**src/design/acrd_regs.vh**
```
// Purpose: Constants for the audio clock rate detector
// Assumes: 20 MHz system clock
// Notes: Register offsets, field positions, reset values and timing counts
`ifndef ACRD_REGS_VH
`define ACRD_REGS_VH

// ==========================================================
// Register offsets
`define ACRD_OFS_RATE 8'h5B
`define ACRD_OFS_BCNT_HI 8'h5C
`define ACRD_OFS_BCNT_LO 8'h5D
`define ACRD_OFS_HEALTH 8'h5E

// ==========================================================
// Field positions
`define ACRD_RATE_CODE_MSB 6
`define ACRD_RATE_CODE_LSB 4
`define ACRD_MRATIO_MSB 3
`define ACRD_MRATIO_LSB 0
`define ACRD_HB_MCLK_HALT 6
`define ACRD_HB_PLL_UNLOCK 5
`define ACRD_HB_FRAME_MISS 4
`define ACRD_HB_COMBO_ERR 3
`define ACRD_HB_MCLK_INV 2
`define ACRD_HB_BCLK_INV 1
`define ACRD_RSV_BIT 7

// ==========================================================
// Reset values
`define ACRD_RST_BYTE 8'h00
`define ACRD_RST_RSV_HI 7'h00

// ==========================================================
// Rate codes
`define ACRD_FS_ERR 3'h0
`define ACRD_FS_8K 3'h1
`define ACRD_FS_16K 3'h2
`define ACRD_FS_48K 3'h3
`define ACRD_FS_96K 3'h4
`define ACRD_FS_192K 3'h5
`define ACRD_FS_384K 3'h6

// Frame length windows, in system clock cycles
`define ACRD_F8K_LO 12'h947
`define ACRD_F8K_HI 12'hA41
`define ACRD_F16K_LO 12'h4A4
`define ACRD_F16K_HI 12'h521
`define ACRD_F48K_LO 12'h190
`define ACRD_F48K_HI 12'h28A
`define ACRD_F96K_LO 12'h0C8
`define ACRD_F96K_HI 12'h0EB
`define ACRD_F192K_LO 12'h064
`define ACRD_F192K_HI 12'h076
`define ACRD_F384K_LO 12'h032
`define ACRD_F384K_HI 12'h036

// ==========================================================
// Bit clock limits and low-phase limit
`define ACRD_BCLK_MIN 9'h020
`define ACRD_BCLK_MAX 9'h100
`define ACRD_LR_LOW_MIN 9'h005
// Least master clocks per sample for processing without the PLL
`define ACRD_MIN_DSP_RATIO 12'h100

// ==========================================================
// Timing
`define ACRD_CLK_MHZ 20
`define ACRD_HALT_NS 2000
`define ACRD_HALT_CYC ((`ACRD_HALT_NS * `ACRD_CLK_MHZ) / 1000)
`define ACRD_MISS_NS 100000
`define ACRD_MISS_CYC ((`ACRD_MISS_NS * `ACRD_CLK_MHZ) / 1000)

`endif

```
**src/design/acrd_detector.v**
```verilog
// Purpose: Measures audio clocks and reports rates and clock health
// Assumes: Audio clocks sampled by the 20 MHz clock; master clock
//          below 10 MHz to be counted exactly
// Notes: Measurement closes at each frame clock rising edge
// Notes on behaviour
// - Sample rate class reported as 3-bit code, 000 meaning out of range.
// - Master clock ratio reported as 4-bit code, 0000 meaning disallowed.
// - Clock error may flag when ratio valid but incompatible with rate.
// - Without PLL, ratio must leave enough processing cycles, else error.
// - Bit clocks per frame counted as 9 bits split over two registers.
// - Bit count unreliable at one bit clock per frame.
// - Health bit 6 master clock halted, bit 4 frame and bit clock missing.
// - Health bit 5 PLL unlocked, also set when PLL disabled.
// - Bit 1 set unless bit clock ratio stable within 32 to 256.
// - Bit 2 set when ratio undetectable or frame low phase five or less.
`timescale 1ns/1ps
`include "acrd_regs.vh"
module acrd_detector (
	input wire clock,
	input wire rst,
	input wire mclkPin,
	input wire bclkPin,
	input wire lrclkPin,
	input wire pllEnable,
	input wire pllLocked,
	input wire rdEn,
	input wire [7:0] rdAddr,
	input wire wrEn,
	input wire [7:0] wrAddr,
	input wire [7:0] wrData,
	output reg [7:0] rdData_q
);
	// ==========================================================
	// Helpers
	function near;
		input [11:0] cnt;
		input [11:0] val;
		begin
			near = (cnt + 12'h001 >= val) && (cnt <= val + 12'h001);
		end
	endfunction

	function [3:0] ratioCode;
		input [11:0] c;
		begin
			if (near(c, 12'h020)) ratioCode = 4'h1;
			else if (near(c, 12'h030)) ratioCode = 4'h2;
			else if (near(c, 12'h040)) ratioCode = 4'h3;
			else if (near(c, 12'h080)) ratioCode = 4'h4;
			else if (near(c, 12'h0C0)) ratioCode = 4'h5;
			else if (near(c, 12'h100)) ratioCode = 4'h6;
			else if (near(c, 12'h180)) ratioCode = 4'h7;
			else if (near(c, 12'h200)) ratioCode = 4'h8;
			else if (near(c, 12'h300)) ratioCode = 4'h9;
			else if (near(c, 12'h400)) ratioCode = 4'hA;
			else if (near(c, 12'h480)) ratioCode = 4'hB;
			else if (near(c, 12'h600)) ratioCode = 4'hC;
			else if (near(c, 12'h800)) ratioCode = 4'hD;
			else ratioCode = 4'h0;
		end
	endfunction

	function [2:0] rateCode;
		input [11:0] f;
		begin
			if (f >= `ACRD_F8K_LO && f <= `ACRD_F8K_HI)
				rateCode = `ACRD_FS_8K;
			else if (f >= `ACRD_F16K_LO && f <= `ACRD_F16K_HI)
				rateCode = `ACRD_FS_16K;
			else if (f >= `ACRD_F48K_LO && f <= `ACRD_F48K_HI)
				rateCode = `ACRD_FS_48K;
			else if (f >= `ACRD_F96K_LO && f <= `ACRD_F96K_HI)
				rateCode = `ACRD_FS_96K;
			else if (f >= `ACRD_F192K_LO && f <= `ACRD_F192K_HI)
				rateCode = `ACRD_FS_192K;
			else if (f >= `ACRD_F384K_LO && f <= `ACRD_F384K_HI)
				rateCode = `ACRD_FS_384K;
			else
				rateCode = `ACRD_FS_ERR;
		end
	endfunction

	function [11:0] sat12;
		input [11:0] v;
		begin
			sat12 = (v == 12'hFFF) ? v : v + 12'h001;
		end
	endfunction

	// ==========================================================
	// Clock inputs
	wire mclkRise, bclkLvl, bclkRise, lrLvl, lrRise;

	acrd_sync_edge uMclk (
		.clock(clock),
		.rst(rst),
		.pinIn(mclkPin),
		.level(),
		.rise(mclkRise)
	);
	acrd_sync_edge uBclk (
		.clock(clock),
		.rst(rst),
		.pinIn(bclkPin),
		.level(bclkLvl),
		.rise(bclkRise)
	);
	acrd_sync_edge uLrclk (
		.clock(clock),
		.rst(rst),
		.pinIn(lrclkPin),
		.level(lrLvl),
		.rise(lrRise)
	);

	// ==========================================================
	// Per-frame counters and results
	reg [11:0] sysCnt_q, mclkCnt_q;
	reg [8:0] bclkCnt_q, lowBclk_q, lastBclk_q;
	reg started_q, stable_q;
	reg [2:0] rate_q;
	reg [3:0] mRatio_q;
	reg [11:0] mRaw_q;
	reg [8:0] bCount_q;
	reg shortLow_q;
	reg [11:0] haltCnt_q, missCnt_q;
	reg mclkHalt_q, frameMiss_q;
	reg rsvRate_q, rsvHealth_q;
	reg [6:0] rsvHi_q;

	wire [11:0] dspRatio = mRaw_q;
	wire comboErr = (mRatio_q != 4'h0) &&
		((rate_q == `ACRD_FS_ERR) ||
		(!pllEnable && dspRatio < `ACRD_MIN_DSP_RATIO));
	wire pllUnlocked = ~pllEnable | ~pllLocked;
	wire bclkInvalid = ~stable_q || bCount_q < `ACRD_BCLK_MIN ||
		bCount_q > `ACRD_BCLK_MAX;
	wire mclkInvalid = (mRatio_q == 4'h0) || shortLow_q;
	wire [7:0] healthByte = {rsvHealth_q, mclkHalt_q, pllUnlocked,
		frameMiss_q, comboErr, mclkInvalid, bclkInvalid, 1'b0};

	always @(posedge clock or posedge rst) begin
		if (rst) begin
			sysCnt_q <= 12'h000;
			mclkCnt_q <= 12'h000;
			bclkCnt_q <= 9'h000;
			lowBclk_q <= 9'h000;
			lastBclk_q <= 9'h000;
			started_q <= 1'b0;
			stable_q <= 1'b0;
			rate_q <= 3'h0;
			mRatio_q <= 4'h0;
			mRaw_q <= 12'h000;
			bCount_q <= 9'h000;
			shortLow_q <= 1'b0;
		end else if (frameMiss_q) begin
			// Frames have stopped: results fall back to zero
			started_q <= 1'b0;
			stable_q <= 1'b0;
			rate_q <= 3'h0;
			mRatio_q <= 4'h0;
			mRaw_q <= 12'h000;
			bCount_q <= 9'h000;
			shortLow_q <= 1'b0;
			sysCnt_q <= 12'h000;
			mclkCnt_q <= 12'h000;
			bclkCnt_q <= 9'h000;
			lowBclk_q <= 9'h000;
		end else if (lrRise) begin
			started_q <= 1'b1;
			if (started_q) begin
				rate_q <= rateCode(sysCnt_q);
				mRatio_q <= ratioCode(mclkCnt_q);
				mRaw_q <= mclkCnt_q;
				bCount_q <= bclkCnt_q;
				lastBclk_q <= bclkCnt_q;
				stable_q <= (bclkCnt_q == lastBclk_q);
				shortLow_q <= (lowBclk_q <= `ACRD_LR_LOW_MIN);
			end
			sysCnt_q <= 12'h001;
			mclkCnt_q <= {11'h000, mclkRise};
			bclkCnt_q <= {8'h00, bclkRise};
			lowBclk_q <= 9'h000;
		end else begin
			sysCnt_q <= sat12(sysCnt_q);
			if (mclkRise)
				mclkCnt_q <= sat12(mclkCnt_q);
			if (bclkRise && bclkCnt_q != 9'h1FF)
				bclkCnt_q <= bclkCnt_q + 9'h001;
			if (bclkRise && !lrLvl && lowBclk_q != 9'h1FF)
				lowBclk_q <= lowBclk_q + 9'h001;
		end
	end

	// ==========================================================
	// Halt and missing-clock watchdogs
	always @(posedge clock or posedge rst) begin
		if (rst) begin
			haltCnt_q <= 12'h000;
			missCnt_q <= 12'h000;
			mclkHalt_q <= 1'b0;
			frameMiss_q <= 1'b0;
		end else begin
			if (mclkRise) begin
				haltCnt_q <= 12'h000;
				mclkHalt_q <= 1'b0;
			end else if (haltCnt_q >= `ACRD_HALT_CYC - 1) begin
				mclkHalt_q <= 1'b1;
			end else begin
				haltCnt_q <= haltCnt_q + 12'h001;
			end
			if (bclkLvl || lrLvl) begin
				missCnt_q <= 12'h000;
				frameMiss_q <= 1'b0;
			end else if (missCnt_q >= `ACRD_MISS_CYC - 1) begin
				frameMiss_q <= 1'b1;
			end else begin
				missCnt_q <= missCnt_q + 12'h001;
			end
		end
	end

	// ==========================================================
	// Register port: reserved bits hold writes, status is read only
	always @(posedge clock or posedge rst) begin
		if (rst) begin
			rsvRate_q <= 1'b0;
			rsvHealth_q <= 1'b0;
			rsvHi_q <= `ACRD_RST_RSV_HI;
			rdData_q <= `ACRD_RST_BYTE;
		end else begin
			if (wrEn) begin
				case (wrAddr)
					`ACRD_OFS_RATE: rsvRate_q <= wrData[`ACRD_RSV_BIT];
					`ACRD_OFS_BCNT_HI: rsvHi_q <= wrData[7:1];
					`ACRD_OFS_HEALTH: rsvHealth_q <= wrData[`ACRD_RSV_BIT];
					default: rsvHi_q <= rsvHi_q;
				endcase
			end
			if (rdEn) begin
				case (rdAddr)
					`ACRD_OFS_RATE: rdData_q <= {rsvRate_q, rate_q, mRatio_q};
					`ACRD_OFS_BCNT_HI: rdData_q <= {rsvHi_q, bCount_q[8]};
					`ACRD_OFS_BCNT_LO: rdData_q <= bCount_q[7:0];
					`ACRD_OFS_HEALTH: rdData_q <= healthByte;
					default: rdData_q <= `ACRD_RST_BYTE;
				endcase
			end
		end
	end
endmodule

```
**src/design/acrd_sync_edge.v**
```verilog
// Purpose: Two-flop synchroniser with rising edge pulse
// Assumes: Input is asynchronous to clock
// Notes: Only the second stage feeds the edge detector
`timescale 1ns/1ps
module acrd_sync_edge (
	input wire clock,
	input wire rst,
	input wire pinIn,
	output wire level,
	output wire rise
);
	reg meta_q;
	reg sync_q;
	reg prev_q;

	always @(posedge clock or posedge rst) begin
		if (rst) begin
			meta_q <= 1'b0;
			sync_q <= 1'b0;
			prev_q <= 1'b0;
		end else begin
			meta_q <= pinIn;
			sync_q <= meta_q;
			prev_q <= sync_q;
		end
	end

	assign level = sync_q;
	assign rise = sync_q & ~prev_q;
endmodule

```
**config.mk**
```make
export PLATFORM = sky130hd
export DESIGN_NAME = acrd_detector
export DESIGN_NICKNAME = d
export VERILOG_FILES = /design/src/design/acrd_detector.v /design/src/design/acrd_sync_edge.v
export VERILOG_INCLUDE_DIRS = /design/src /design/src/design
export SDC_FILE = /design/constraint.sdc
export NUM_CORES = 1
export LEC_CHECK = 0
export ABC_AREA = 1
export BUFFER_PORTS_ARGS = -buffer_cell sky130_fd_sc_hd__buf_4
export CORE_ASPECT_RATIO = 1.1
export CORE_MARGIN = 1.5
export CORE_UTILIZATION = 39
export DETAILED_ROUTE_END_ITERATION = 16
export GPL_ROUTABILITY_DRIVEN = 0
export PLACE_DENSITY = 0.62
export SETUP_SLACK_MARGIN = 0.3
export SYNTH_ARGS = -nofsm -noshare
export SYNTH_HDL_FRONTEND = slang
export SYNTH_SLANG_ARGS = --single-unit
```
**constraint.sdc**
```tcl
create_clock -name clock -period 5.33 [get_ports clock]
set_input_delay 1.066 -clock clock [delete_from_list [all_inputs] [get_ports clock]]
set_output_delay 1.066 -clock clock [all_outputs]
set_load 0.03 [all_outputs]
```
==> results.sh <==
export IMPL_yosysSeqAreaShare_pct=45.9
export IMPL_finClkSkew_ps=9.07
export IMPL_dp_slack_ps=2620
export IMPL_r2r_slack_ps=2810
export IMPL_start_util_pct=40.1
export IMPL_dominantRegCellSynth="dfrtp_1"
export IMPL_hold_end="uMclk.level"
export IMPL_fill_cells=1712
export IMPL_report_final_slew_viol_count=0
export IMPL_yosysWarnings=0
export IMPL_final_setup_viol_count=0
export IMPL_switching_share_pct=29.7
export IMPL_die_w_um=130
export IMPL_syn2layout_area_growth_pct=17.0
export IMPL_drt_first_pass_iters=5
export IMPL_syn_num_nets=905
export IMPL_hold_depth=0
export IMPL_cts_buffer_depth=2
export IMPL_p_comb_share_pct=13.6
export IMPL_power_leakage_nw=3.80
export IMPL_outcome="complete, no violations"
export IMPL_cp_top_family="simple AND/OR/NAND/NOR gates"
export IMPL_cts_resized_gates=0
export IMPL_switching_power_w=0.000788
export IMPL_post_route_min_period_ps=2520
export IMPL_min_delay_start="uMclk.meta_q"
export IMPL_cp_start_kind="flip-flop"
export IMPL_drt_total_wl_um=15500
export IMPL_antenna_found_initial=0
export IMPL_synth_area_mm2=0.00687
export IMPL_rsz0062_at_grt="false"
export IMPL_root_buffer="clkbuf_16"
export IMPL_cp_slowest_stage_delay_ps=540
export IMPL_yosysUniqueCellTypes=55
export IMPL_viasPerCell=5.06
export IMPL_fin_crit_sh_pct=47.3
export IMPL_power_share_sequential_pct=40.7
export IMPL_layout_commonest_cell="nand2_1"
export IMPL_drc=0
export IMPL_rows=50
export IMPL_cp_arrival_ps=2840
export IMPL_dp_hpwl_um=11200
export IMPL_rr_worst_depth=9
export IMPL_numCtsBuffers=17
export IMPL_grt_pass1_vias=5571
export IMPL_fin_ws_ps=2810
export IMPL_grt_max_degree=48
export IMPL_grt_pass1_wl_um=26100
export IMPL_worst_path_max_fanout=6
export IMPL_port_buffers=39
export IMPL_die_area_mm2=0.0184
export IMPL_drive_above_1_share_pct=13.3
export IMPL_antenna_cells=0
export IMPL_mostFrequentLayoutCells="166 x nand2_1, 137 x inv_1, 126 x dfrtp_1"
export IMPL_die_y_um=142
export IMPL_cts_setup_buffers=0
export IMPL_routedWlPerCell_um=13.5
export IMPL_drv_cap=0
export IMPL_required_ps=5650
export IMPL_clock_latency_ps=430
export IMPL_ant_nets=0
export IMPL_clk_pin_slew_ps=60
export IMPL_cts_num_sinks=126
export IMPL_fin_setup_tns_ps=0
export IMPL_r2r_end="lowBclk_q[6]"
export IMPL_worst_pin_slew_ps=980
export IMPL_drt_iter0_drc=404
export IMPL_grt_remaining_overflow=0
export IMPL_ios=41
export IMPL_pwr_share_clk_pct=45.7
export IMPL_vias=5834
export IMPL_grtUsageTotal_pct=17.8
export IMPL_p_int_w=0.00186
export IMPL_cts_tree="yes"
export IMPL_core_area_mm2=0.0171
export IMPL_irDropWorstVdd_uv=235
export IMPL_synth_seq_cells=126
export IMPL_worstPathCellList="ha_1 -> nand3_1 -> nor4_1 -> ha_1 -> nor3_1 -> inv_1 -> nor3_1 -> nand2_1 -> a221oi_1"
export IMPL_slowest_stage="nor3_1"
export IMPL_synthCells=858
export IMPL_end_kind="flip-flop"
export IMPL_r2r_start="lowBclk_q[0]"
export IMPL_num_nets_final=952
export IMPL_hold_path_class="flip-flop to flip-flop"
export IMPL_cp_num_buf_inv=1
export IMPL_max_freq_mhz=397
export IMPL_syn_area_per_cell_um2=8.01
export IMPL_p_per_area_mw_per_mm2=330
export IMPL_finalHoldViolations=0
export IMPL_holdBufCountCts=0
export IMPL_synth_edff_count=0
export IMPL_async_reset_ff_share_pct=100
export IMPL_criticalPathCategory="flip-flop to flip-flop"
export IMPL_htreeDepth=4
export IMPL_slew_headroom_pct=34.1
==> synth_stat cells (11+ instances only) <==
| cell | n | area [um^2] |
|---|---|---|
| a21oi_1 | 34 | 170 |
| nor2_1 | 85 | 319 |
| dfrtp_1 | 126 | 3150 |
| nor3_1 | 30 | 150 |
| clkbuf_1 | 11 | 41.3 |
| o22ai_1 | 17 | 106 |
| nor4_1 | 14 | 87.6 |
| ha_1 | 14 | 175 |
| inv_1 | 138 | 518 |
| nand2_1 | 166 | 623 |
| nand3_1 | 40 | 200 |
| o21ai_0 | 60 | 300 |
| nand4_1 | 11 | 68.8 |
==> cells by family (layout without fill, tap and decap cells) <==
group                    Yosys count  after routing  share of synthesized area, %
AND/OR/NAND/NOR                  379            379                          25.5
buffers and inverters            161            221                          8.96
AO/OA/AOI/OAI                    160            160                          14.5
flip-flops                       126            126                          45.9
adder cells (fa/ha/maj)           14             14                          2.55
XOR/XNOR                          11             11                          1.40
multiplexers                       7              7                          1.15
==> registers in the layout (all words and copies together), names as in the netlist, 3 cells and up <==
signal and cells:
rsvHi_q 7, rate_q 3, dspRatio 4, bCount_q 9, missCnt_q 12, rdData_q 8, lastBclk_q 9, sysCnt_q 12
lowBclk_q 9, bclkCnt_q 9, mRatio_q 4, haltCnt_q 12, mclkCnt_q 12
==> area by class of cell <==
class | instances | area, um^2 | share of cell area (%)
clock buffer | 17 | 425 | 5.29
multi-input combinational | 571 | 3100 | 38.6
tap | 234 | 293 | 3.64
inverter | 146 | 553 | 6.88
timing repair buffer | 43 | 323 | 4.02
clock inverter | 15 | 190 | 2.37
sequential | 126 | 3150 | 39.2
==> power groups by stage <==
stage	Sequential [W]	Clock, W	Combinational (W)
after CTS	0.00108	0.00124	0.000363
after global placement	0.00110	0	0.000358
final	0.00108	0.00121	0.000360
after floorplan	0.00108	0	0.000269
after global routing	0.00109	0.00128	0.000414
after detailed placement	0.00110	0	0.000362
==> metal layers <==
| layer | global-route usage, % | wire [um] | vias to the layer above |
|---|---|---|---|
| met3 | 3.95 | 519 | 22 |
| li1 | - | - | 2938 |
| met1 | 23.2 | 7420 | 2758 |
| met2 | 29.0 | 7280 | 116 |
| met5 | 0 | 0 | - |
| met4 | 6.43 | 288 | 0 |
==> how the worst max path moves through the flow <==
stage,start,slack [ps],cells after the start,to
2_1_floorplan,rst,910,1,bCount_q[0]
3_3_place_gp,rdAddr[5],2600,7,rdData_q[4]
3_5_place_dp,rdAddr[5],2620,7,rdData_q[4]
4_1_cts,bclkCnt_q[0],2810,16,bclkCnt_q[7]
5_1_grt,lowBclk_q[0],2520,9,lowBclk_q[6]
6_report,lowBclk_q[0],2810,9,lowBclk_q[6]
==> stage by stage <==
step,cells,instance area (um^2),hold WS [ps],utilization [%],power (W)
floorplan,858,6870,331,-,0.00135
global placement,1120,7420,333,43.3,0.00145
detailed placement,1120,7420,336,43.3,0.00146
CTS,1152,8040,350,46.9,0.00268
global route,1152,8040,350,46.9,0.00278
finish,1152,8040,347,46.9,0.00265
Power figures use the tool's default switching activity.
